### config.mk
export PLATFORM = sky130hd
export DESIGN_NAME = flash_bus_host
export DESIGN_NICKNAME = d
export VERILOG_FILES = /design/src/logic/flash_host_pkg.sv /design/src/logic/flash_bus_host.sv
export VERILOG_INCLUDE_DIRS = /design/src /design/src/logic
export SDC_FILE = /design/constraint.sdc
export NUM_CORES = 1
export LEC_CHECK = 0
export ABC_AREA = 1
export ABC_CLOCK_PERIOD_IN_PS = 2180
export BUFFER_PORTS_ARGS = -buffer_cell sky130_fd_sc_hd__buf_2
export CORE_MARGIN = 1
export CORE_UTILIZATION = 40
export CTS_CLUSTER_SIZE = 8
export DETAILED_ROUTE_END_ITERATION = 10
export HOLD_SLACK_MARGIN = 0.08
export MAX_ROUTING_LAYER = met4
export SETUP_SLACK_MARGIN = 0.2
export SLEW_MARGIN = 20
export SYNTH_ARGS = -nofsm -noshare
export SYNTH_HDL_FRONTEND = slang
export SYNTH_SLANG_ARGS = --single-unit
### constraint.sdc
create_clock -name aclk -period 2.18 [get_ports aclk]
set_input_delay 0.327 -clock aclk [delete_from_list [all_inputs] [get_ports aclk]]
set_output_delay 0.327 -clock aclk [all_outputs]
set_load 0.01 [all_outputs]
### src/logic/flash_host_map.svh
`ifndef FLASH_HOST_MAP_SVH
`define FLASH_HOST_MAP_SVH

`define CLK_NS 10
`define T_CE_NS 150
`define T_WP_NS 50
`define T_PP_NS 1000
`define T_RB_NS 500
`define T_RH_NS 50
`define CYC_UP(ns) (((ns) + `CLK_NS - 1) / `CLK_NS)
`define T_CE_CYC 8'(`CYC_UP(`T_CE_NS))
`define T_WP_CYC 8'(`CYC_UP(`T_WP_NS))
`define T_PP_CYC 8'(`CYC_UP(`T_PP_NS))
`define T_RB_CYC 8'(`CYC_UP(`T_RB_NS))
`define T_RH_CYC 8'(`CYC_UP(`T_RH_NS))

`define REG_CMD 8'h00
`define REG_CFG 8'h04
`define REG_ADDR 8'h08
`define REG_WDATA 8'h0c
`define REG_RDATA 8'h10
`define REG_STATUS 8'h14

`define CFG_BYTE_BIT 0
`define CFG_TEMP_UNPROT_BIT 1
`define ST_BUSY_BIT 0
`define ST_DONE_BIT 1
`define ST_RYBY_BIT 2
`define ADDR_LSB_BIT 19
`define PROT_SEL_BIT 6

`define RESP_OKAY 2'b00
`define RESP_SLVERR 2'b10
`endif

### src/logic/flash_host_pkg.sv
package flash_host_pkg;
  typedef enum logic [2:0] {
    OP_READ = 3'h0,
    OP_WRITE = 3'h1,
    OP_PROTECT = 3'h2,
    OP_UNPROTECT = 3'h3,
    OP_RESET = 3'h4
  } op_type;

  // Gray coded along idle, setup, active, recover
  typedef enum logic [1:0] {
    ST_IDLE = 2'b00,
    ST_SETUP = 2'b01,
    ST_ACTIVE = 2'b11,
    ST_RECOVER = 2'b10
  } state_type;

  typedef struct packed {
    logic [18:0] addr;
    logic chip_sel_n;
    logic out_en_n;
    logic wr_en_n;
    logic reset_n;
    logic elevated_voltage_level;
    logic byte_n;
  } flash_pins_type;
endpackage

### src/logic/flash_bus_host.sv
// Local design decisions: the address map and the AXI4-Lite register port.
`timescale 1ns/1ps
`default_nettype none
`include "flash_host_map.svh"

module flash_bus_host
  import flash_host_pkg::*;
(
  input wire logic aclk,
  input wire logic aresetn,
  input wire logic [7:0] s_axi_awaddr,
  input wire logic s_axi_awvalid,
  output logic s_axi_awready,
  input wire logic [31:0] s_axi_wdata,
  input wire logic [3:0] s_axi_wstrb,
  input wire logic s_axi_wvalid,
  output logic s_axi_wready,
  output logic [1:0] s_axi_bresp,
  output logic s_axi_bvalid,
  input wire logic s_axi_bready,
  input wire logic [7:0] s_axi_araddr,
  input wire logic s_axi_arvalid,
  output logic s_axi_arready,
  output logic [31:0] s_axi_rdata,
  output logic [1:0] s_axi_rresp,
  output logic s_axi_rvalid,
  input wire logic s_axi_rready,
  output flash_pins_type pins,
  input wire logic [15:0] data_lines_in,
  output logic [15:0] data_lines_out,
  output logic [15:0] data_lines_oe,
  input wire logic ready_busy_n
);
  // Bus slave state
  logic awready_ff, nxt_awready, wready_ff, nxt_wready;
  logic aw_have_ff, nxt_aw_have, w_have_ff, nxt_w_have;
  logic [7:0] aw_addr_ff, nxt_aw_addr;
  logic [31:0] w_data_ff, nxt_w_data;
  logic [3:0] w_strb_ff, nxt_w_strb;
  logic bvalid_ff, nxt_bvalid, arready_ff, nxt_arready, rvalid_ff, nxt_rvalid;
  logic [1:0] bresp_ff, nxt_bresp, rresp_ff, nxt_rresp;
  logic [31:0] rdata_ff, nxt_rdata;
  // Software registers
  op_type op_ff, nxt_op;
  logic byte_mode_ff, nxt_byte_mode, temp_unprot_ff, nxt_temp_unprot;
  logic [19:0] addr_ff, nxt_addr;
  logic [15:0] wdata_ff, nxt_wdata, rd_ff, nxt_rd;
  logic done_ff, nxt_done;
  // Pin sequencer
  state_type state_ff, nxt_state;
  logic [7:0] cnt_ff, nxt_cnt;
  flash_pins_type pins_ff, nxt_pins;
  logic [15:0] dout_ff, nxt_dout, doe_ff, nxt_doe;
  logic start;
  logic [31:0] wmask, wval, regval;

  assign s_axi_awready = awready_ff;
  assign s_axi_wready = wready_ff;
  assign s_axi_bvalid = bvalid_ff;
  assign s_axi_bresp = bresp_ff;
  assign s_axi_arready = arready_ff;
  assign s_axi_rvalid = rvalid_ff;
  assign s_axi_rresp = rresp_ff;
  assign s_axi_rdata = rdata_ff;
  assign pins = pins_ff;
  assign data_lines_out = dout_ff;
  assign data_lines_oe = doe_ff;

  // Next values of bus slave, registers and pin sequencer
  always_comb begin
    nxt_aw_have = aw_have_ff;
    nxt_aw_addr = aw_addr_ff;
    nxt_w_have = w_have_ff;
    nxt_w_data = w_data_ff;
    nxt_w_strb = w_strb_ff;
    nxt_bvalid = bvalid_ff;
    nxt_bresp = bresp_ff;
    nxt_arready = arready_ff;
    nxt_rvalid = rvalid_ff;
    nxt_rresp = rresp_ff;
    nxt_rdata = rdata_ff;
    nxt_op = op_ff;
    nxt_byte_mode = byte_mode_ff;
    nxt_temp_unprot = temp_unprot_ff;
    nxt_addr = addr_ff;
    nxt_wdata = wdata_ff;
    nxt_rd = rd_ff;
    nxt_done = done_ff;
    nxt_state = state_ff;
    nxt_cnt = cnt_ff;
    nxt_pins = pins_ff;
    nxt_dout = dout_ff;
    nxt_doe = doe_ff;
    start = 1'b0;
    wmask = {{8{w_strb_ff[3]}}, {8{w_strb_ff[2]}}, {8{w_strb_ff[1]}}, {8{w_strb_ff[0]}}};
    wval = w_data_ff & wmask;
    regval = 32'h0000_0000;

    // Capture write address and data in either order
    if (s_axi_awvalid && awready_ff) begin
      nxt_aw_have = 1'b1;
      nxt_aw_addr = s_axi_awaddr;
    end
    if (s_axi_wvalid && wready_ff) begin
      nxt_w_have = 1'b1;
      nxt_w_data = s_axi_wdata;
      nxt_w_strb = s_axi_wstrb;
    end
    if (bvalid_ff && s_axi_bready) begin
      nxt_bvalid = 1'b0;
    end

    // Register write; a command while busy is dropped
    if (aw_have_ff && w_have_ff && !bvalid_ff) begin
      nxt_aw_have = 1'b0;
      nxt_w_have = 1'b0;
      nxt_bvalid = 1'b1;
      nxt_bresp = `RESP_OKAY;
      case (aw_addr_ff)
        `REG_CMD: begin
          if (w_strb_ff[0] && state_ff == ST_IDLE) begin
            nxt_op = op_type'(w_data_ff[2:0]);
            start = 1'b1;
          end
        end
        `REG_CFG: begin
          if (w_strb_ff[0]) begin
            nxt_byte_mode = w_data_ff[`CFG_BYTE_BIT];
            nxt_temp_unprot = w_data_ff[`CFG_TEMP_UNPROT_BIT];
          end
        end
        `REG_ADDR: nxt_addr = (addr_ff & ~wmask[19:0]) | wval[19:0];
        `REG_WDATA: nxt_wdata = (wdata_ff & ~wmask[15:0]) | wval[15:0];
        `REG_STATUS: begin
          if (wval[`ST_DONE_BIT]) begin
            nxt_done = 1'b0;
          end
        end
        `REG_RDATA: ;
        default: nxt_bresp = `RESP_SLVERR;
      endcase
    end

    // Register read, one word per address
    if (s_axi_arvalid && arready_ff) begin
      nxt_arready = 1'b0;
      nxt_rvalid = 1'b1;
      nxt_rresp = `RESP_OKAY;
      case (s_axi_araddr)
        `REG_CMD: regval[2:0] = op_ff;
        `REG_CFG: regval[1:0] = {temp_unprot_ff, byte_mode_ff};
        `REG_ADDR: regval[19:0] = addr_ff;
        `REG_WDATA: regval[15:0] = wdata_ff;
        `REG_RDATA: regval[15:0] = rd_ff;
        `REG_STATUS: begin
          regval[`ST_BUSY_BIT] = state_ff != ST_IDLE;
          regval[`ST_DONE_BIT] = done_ff;
          regval[`ST_RYBY_BIT] = ready_busy_n;
        end
        default: nxt_rresp = `RESP_SLVERR;
      endcase
      nxt_rdata = regval;
    end else if (rvalid_ff && s_axi_rready) begin
      nxt_rvalid = 1'b0;
      nxt_arready = 1'b1;
    end else if (!rvalid_ff) begin
      nxt_arready = 1'b1;
    end

    // Idle levels: select and reset high is standby; width pin follows config
    nxt_pins.byte_n = byte_mode_ff ? 1'b0 : 1'b1;
    // In byte mode the top data line carries the extra address bit
    nxt_doe[15] = byte_mode_ff | (doe_ff[15] & state_ff != ST_IDLE);
    if (byte_mode_ff) begin
      nxt_dout[15] = addr_ff[`ADDR_LSB_BIT];
    end

    case (state_ff)
      ST_IDLE: begin
        nxt_pins.chip_sel_n = 1'b1;
        nxt_pins.out_en_n = 1'b1;
        nxt_pins.wr_en_n = 1'b1;
        nxt_pins.reset_n = 1'b1;
        // Held elevated reset lets commands alter locked sectors
        nxt_pins.elevated_voltage_level = temp_unprot_ff;
        nxt_doe[14:0] = 15'h0000;
        if (start) begin
          nxt_state = ST_SETUP;
          nxt_pins.addr = addr_ff[18:0];
          nxt_cnt = 8'h01;
        end
      end
      ST_SETUP: begin
        // Address settles before any strobe falls, except bits 6 and 1:0, which protect ops set here with the strobe
        nxt_state = ST_ACTIVE;
        case (op_ff)
          OP_READ: begin
            nxt_pins.chip_sel_n = 1'b0;
            nxt_pins.out_en_n = 1'b0;
            nxt_cnt = `T_CE_CYC;
          end
          OP_WRITE: begin
            nxt_pins.chip_sel_n = 1'b0;
            nxt_pins.wr_en_n = 1'b0;
            nxt_dout[14:0] = wdata_ff[14:0];
            nxt_doe[14:8] = byte_mode_ff ? 7'h00 : 7'h7f;
            nxt_doe[7:0] = 8'hff;
            if (!byte_mode_ff) begin
              nxt_dout[15] = wdata_ff[15];
              nxt_doe[15] = 1'b1;
            end
            nxt_cnt = `T_WP_CYC;
          end
          OP_PROTECT, OP_UNPROTECT: begin
            nxt_pins.elevated_voltage_level = 1'b1;
            nxt_pins.chip_sel_n = 1'b0;
            nxt_pins.wr_en_n = 1'b0;
            nxt_pins.addr[`PROT_SEL_BIT] = op_ff == OP_UNPROTECT;
            nxt_pins.addr[1:0] = 2'b10;
            nxt_cnt = `T_PP_CYC;
          end
          default: begin
            // Reset pulse: outputs released while low
            nxt_pins.reset_n = 1'b0;
            nxt_pins.elevated_voltage_level = 1'b0;
            nxt_doe[14:0] = 15'h0000;
            nxt_cnt = `T_RB_CYC;
          end
        endcase
      end
      ST_ACTIVE: begin
        if (cnt_ff > 8'h01) begin
          nxt_cnt = cnt_ff - 8'h01;
        end else begin
          nxt_state = ST_RECOVER;
          nxt_cnt = `T_RH_CYC;
          nxt_pins.out_en_n = 1'b1;
          nxt_pins.wr_en_n = 1'b1;
          nxt_pins.reset_n = 1'b1;
          if (op_ff == OP_READ) begin
            // Byte mode keeps only the low byte; status and ids also sit there
            nxt_rd = byte_mode_ff ? {8'h00, data_lines_in[7:0]} : data_lines_in;
          end
        end
      end
      ST_RECOVER: begin
        // Data held one cycle past the strobe; reset also waits recovery time
        nxt_doe[14:0] = 15'h0000;
        nxt_pins.chip_sel_n = 1'b1;
        nxt_pins.elevated_voltage_level = temp_unprot_ff;
        if (op_ff != OP_RESET || cnt_ff <= 8'h01) begin
          nxt_state = ST_IDLE;
          nxt_done = 1'b1;
        end else begin
          nxt_cnt = cnt_ff - 8'h01;
        end
      end
      default: nxt_state = ST_IDLE;
    endcase

    nxt_awready = !nxt_aw_have && !nxt_bvalid;
    nxt_wready = !nxt_w_have && !nxt_bvalid;
  end

  // Registers only
  always_ff @(posedge aclk) begin
    if (!aresetn) begin
      awready_ff <= 1'b0;
      wready_ff <= 1'b0;
      aw_have_ff <= 1'b0;
      w_have_ff <= 1'b0;
      aw_addr_ff <= 8'h00;
      w_data_ff <= 32'h0000_0000;
      w_strb_ff <= 4'h0;
      bvalid_ff <= 1'b0;
      bresp_ff <= 2'h0;
      arready_ff <= 1'b0;
      rvalid_ff <= 1'b0;
      rresp_ff <= 2'h0;
      rdata_ff <= 32'h0000_0000;
      op_ff <= OP_READ;
      byte_mode_ff <= 1'b0;
      temp_unprot_ff <= 1'b0;
      addr_ff <= 20'h00000;
      wdata_ff <= 16'h0000;
      rd_ff <= 16'h0000;
      done_ff <= 1'b0;
      state_ff <= ST_IDLE;
      cnt_ff <= 8'h00;
      pins_ff <= '{addr: 19'h00000, chip_sel_n: 1'b1, out_en_n: 1'b1, wr_en_n: 1'b1,
                   reset_n: 1'b1, elevated_voltage_level: 1'b0, byte_n: 1'b1};
      dout_ff <= 16'h0000;
      doe_ff <= 16'h0000;
    end else begin
      awready_ff <= nxt_awready;
      wready_ff <= nxt_wready;
      aw_have_ff <= nxt_aw_have;
      w_have_ff <= nxt_w_have;
      aw_addr_ff <= nxt_aw_addr;
      w_data_ff <= nxt_w_data;
      w_strb_ff <= nxt_w_strb;
      bvalid_ff <= nxt_bvalid;
      bresp_ff <= nxt_bresp;
      arready_ff <= nxt_arready;
      rvalid_ff <= nxt_rvalid;
      rresp_ff <= nxt_rresp;
      rdata_ff <= nxt_rdata;
      op_ff <= nxt_op;
      byte_mode_ff <= nxt_byte_mode;
      temp_unprot_ff <= nxt_temp_unprot;
      addr_ff <= nxt_addr;
      wdata_ff <= nxt_wdata;
      rd_ff <= nxt_rd;
      done_ff <= nxt_done;
      state_ff <= nxt_state;
      cnt_ff <= nxt_cnt;
      pins_ff <= nxt_pins;
      dout_ff <= nxt_dout;
      doe_ff <= nxt_doe;
    end
  end
endmodule
`default_nettype wire

# Word-level counts from Yosys, hierarchy flattened
# Cells that the tools add are included.
[classes]
add_sub_neg = 1
order_cmp = 2
n_eq_ne = 29
n_mux = 59
bitwise_logic = 11
reduce_logical = 49
[op_table]
columns = ["operator", "n"]
rows = [
  ["15-bit case mux with 2 select lines", 2],
  ["16-bit two-way mux", 3],
  ["20-bit bitwise AND", 2],
  ["13-bit case mux with 3 select lines", 1],
  ["8-bit by 4-bit == test with 1-bit output (second input constant)", 4],
  ["8-bit by 5-bit == test with 1-bit output (second input constant)", 4],
  ["8-bit case mux with 4 select lines", 1],
  ["1-bit two-way mux", 29],
  ["8-bit two-way mux", 3],
  ["3-bit AND reduction", 8],
  ["7-bit case mux with 3 select lines", 1],
  ["2-bit != test (second input constant)", 10],
  ["20-bit inverter", 1],
  ["20-bit bitwise OR", 1],
  ["16-bit bitwise AND", 1],
  ["8-bit by 3-bit == test with 1-bit output (second input constant)", 2],
  ["8-bit logical NOT", 2],
  ["16-bit inverter", 1],
  ["16-bit bitwise OR", 1],
  ["2-bit AND reduction", 8],
  ["7-bit two-way mux", 2],
  ["2-bit two-way mux", 6],
  ["2-bit case mux with 6 select lines", 1],
  ["6-bit OR reduction", 2],
  ["other kinds (29)", 55],
]
[word_totals]
ff_bits = 187
input_bits = 76
out_inout_bits = 98
word_cells = 185

# Logic depth before layout (Yosys ltp)
[depth]
depth_word = 7
ltp_mapped = 11
mapped_depth_nobuf = 11

# Worst setup path before layout
# Ideal clock, no wire load.
[synth_path]
kind = "reg2reg"
from = "register cnt_ff[0]"
to = "register rd_ff[0]"
setup_time_ns = 0.116
arrival_ns = 1.516
slack_ns = 0.548
path_stages_with_launch = 11
path_buffers = 1
cell_sequence = "dfxtp_1 inv_1 ha_1 nor2_1 nor2_1 nand3_1 nor2_4 inv_2 buf_6 nor2_1 nor2_1"
[synth_via]
elab_chain_len = 3
[synth_lines]
columns = ["element", "line_no", "rtl"]
rows = [
  ["start: declaration", "flash_bus_host.sv:51", "logic [7:0] cnt_ff, nxt_cnt;"],
  ["start signal: assignment", "flash_bus_host.sv:316", "cnt_ff <= nxt_cnt;"],
  ["8-bit by 1-bit > comparator with 1-bit output", "flash_bus_host.sv:232", "if (cnt_ff > 8'h01) begin"],
  ["1-bit inverter (no line)", "n/a", ""],
  ["3-bit AND reduction (no line)", "n/a", ""],
  ["end signal: assignment", "flash_bus_host.sv:313", "rd_ff <= nxt_rd;"],
  ["end: declaration", "flash_bus_host.sv:47", "logic [15:0] wdata_ff, nxt_wdata, rd_ff, nxt_rd;"],
]
# No other way between the ends.
# A chain may end at the register's enable or synchronous reset.

# Worst setup path in the final report
[layout_path]
from = "register cnt_ff[0]"
to = "register rd_ff[9]"
# Same word-level chain as after synthesis.

==> results.yml <==
worst_hold_path:
  hold_path_class: "input port to register"
  hold_path_depth: 3
cts:
  clkSinkCount: 172
  cts_tree: "done"
  post_cts_buffers: 0
  clockRootBuffer: "clkbuf_16"
  ctsHoldBuffers: 0
  clock_path_buffers: 2
  htreeDepth: 4
  clk_latency_ps: 430
  cts_made_buffers: 17
  clkTransAtPathRegs_ps: 70
sta:
  slew_violations: 0
  fin_skew_ps: 7.01
  fmax_ghz: 0.560
  period_share_pct: 81.9
  max_slew_margin_pct: 51.2
  min_period_ps: 1790
  hold_slack_ps: 122
  rsz0062_at_grt: "false"
  tns_ps: 0
  setup_violations: 0
  hold_viol_final: 0
  tightest_slew_ps: 731
global_route:
  grt_use_total_pct: 22.7
  grt_max_degree: 67
  grt_pass1_vias: 6067
  overflow: 0
  grt_pass1_wl_um: 31600
  antenna_found_initial: 0
final_layout:
  syn2layout_area_growth_pct: 19.5
  mostFrequentLayoutCells: "nor2_1 (207), dfxtp_1 (172), nand2_1 (171), buf_2 (145), o21ai_0 (110)"
  stdcell_area_sq_um: 8680
  drive_gt1_share_pct: 20.1
  final_nets: 1205
  final_util_pct: 49.5
  layout.cells.most_common: "nor2_1"
  antennaDiodeCount: 0
floorplanning:
  dieArea_sq_um: 18700
  dieHeight_um: 137
  die_x_um: 137
  rows: 48
  start_util_pct: 41.4
  ios: 174
  core_sq_um: 17500
synthesis:
  postSynth.asyncResetShare_pct: 0
  synth.area.top_cells: "dfxtp_1 (47%), nor2_1 (11%), nand2_1 (8.8%)"
  synthSimpleGateAreaFrac_pct: 28.0
  synthCells: 994
  ys.warnings.count: 0
  yosysTopAreaCell: "dfxtp_1"
  syn_area_sq_um: 7270
  synth_compound_area_share_pct: 14.5
  muxShareOfSynthArea_pct: 0
  avgSynthCellArea_sq_um: 7.31
  ys_types: 35
  synthXorXnorAreaFrac_pct: 0.241
  synth_fa_ha_area_share_pct: 0.344
  ys_seq_area_share_pct: 47.4
  synth_top_family_by_area: "simple AND/OR/NAND/NOR gates"
  synth-edff-count: 0
  synth_top_area_share_pct: 47.4
  synth_flop_cell: "dfxtp_1"
  synth-seq-cells: 172
place:
  io_buffers: 146
  dpl_cell_area_sq_um: 8070
  dp_hpwl_um: 14400
  gp_congestion: 0.876
critical_path:
  worstPathRequired_ps: 2530
  reg2reg_to: "rd_ff[9]"
  r2r_slack_ps: 390
  crit_start: "cnt_ff[0]"
  reg2reg_depth: 9
  endpoint: "rd_ff[9]"
  crit_path_end_kind: "register"
  critPathLaunchType: "register"
  critPathKind: "register to register"
  crit_arrival_ps: 2140
  r2r_start: "cnt_ff[0]"
  crit_path_max_fanout: 8
power_and_ir_drop:
  vdd_drop_max_mv: 0.477
  p_leak_nw: 4.04
  p_per_area_nw_per_um2: 784
routing:
  vias: 6618
  ant_nets: 0
  wl_um: 19800
  drtPass1Iterations: 5
  drc: 0
  wl_per_cell_um: 14.5
  drtIter0Drc: 487
  viasPerCell: 4.85
flow_run:
  drv_cap: 0
run_status:
  outcome: "complete, no violations"
critical path, cell delays in order, from the launching register on:
cell and delay [ps]:
dfxtp_1 310, inv_1 120, ha_1 270, nor2_1 70, nor2_2 180, nand3_2 160
nor2_4 170, buf_4 180, nand3_1 80, a21oi_1 160
layer usage:
layer | track usage [%] | routed length (um) | vias up
li1 | - | - | 3454
met1 | 33.7 | 10500 | 2952
met2 | 31.0 | 8030 | 191
met3 | 3.89 | 1010 | 21
met4 | 6.11 | 255 | 0
met5 | - | 0 | -
cell type report:
class | instances | area [sq um]
Clock buffer | 19 | 433
Sequential cell | 172 | 3440
Tap cell | 225 | 282
Fill cell | 1809 | 8850
Timing Repair Buffer | 165 | 876
Inverter | 76 | 287
Multi-Input combinational cell | 695 | 3190
Clock inverter | 13 | 176
report_power, final:
part / total [mW] / internal (mW) / switching (mW)
clock network: 3.18 / 1.84 / 1.34
logic: 0.370 / 0.128 / 0.241
registers: 3.25 / 3.20 / 0.0509
total: 6.81 / 5.17 / 1.64
metrics by stage:
stage	std cells	worst slack (ps)	power [mW]
after detailed placement	1333	315	3.69
after CTS	1365	273	6.85
after global placement	1333	350	3.69
after floorplan	1007	548	3.56
after global routing	1365	233	7.04
final	1365	394	6.81
kinds of logic (layout without fill, tap and decap cells):
group                    after synthesis  in the layout
AO/OA/AOI/OAI                        198            198
XOR/XNOR                               2              2
adder cells (fa/ha/maj)                2              2
buffers and inverters                140            273
flip-flops                           172            172
other                                  1             14
AND/OR/NAND/NOR                      479            479
timing repair:
action | 4_1_cts | 5_1_grt
hold endpoints to repair | 0 | 0
resized for setup | 0 | 2
setup endpoints to repair | 0 | 17
synth_stat cells, types with 3 or more instances:
library cell and instances:
nor2_1 208, dfxtp_1 172, nand2_1 171, o21ai_0 110
nand3_1 70, inv_1 66, a21oi_1 54, buf_4 30
clkbuf_1 19, o21ai_1 11, o211ai_1 9, inv_2 8
buf_2 7, nor3_1 7, a21oi_2 6, buf_6 6
nand4_1 6, o31ai_1 4, nand2_2 3, nor2_2 3
nor2_4 3
worst min-delay path by stage:
stage,end,from,slack (ps)
after CTS,rd_ff[1],data_lines_in[1],110
final,rd_ff[1],data_lines_in[1],120
after global placement,pins[0],byte_mode_ff,420
after detailed placement,pins[0],byte_mode_ff,420
after global routing,rd_ff[4],data_lines_in[4],130
after floorplan,pins[0],byte_mode_ff,370
Note: power is estimated with default switching activity, not from simulation.
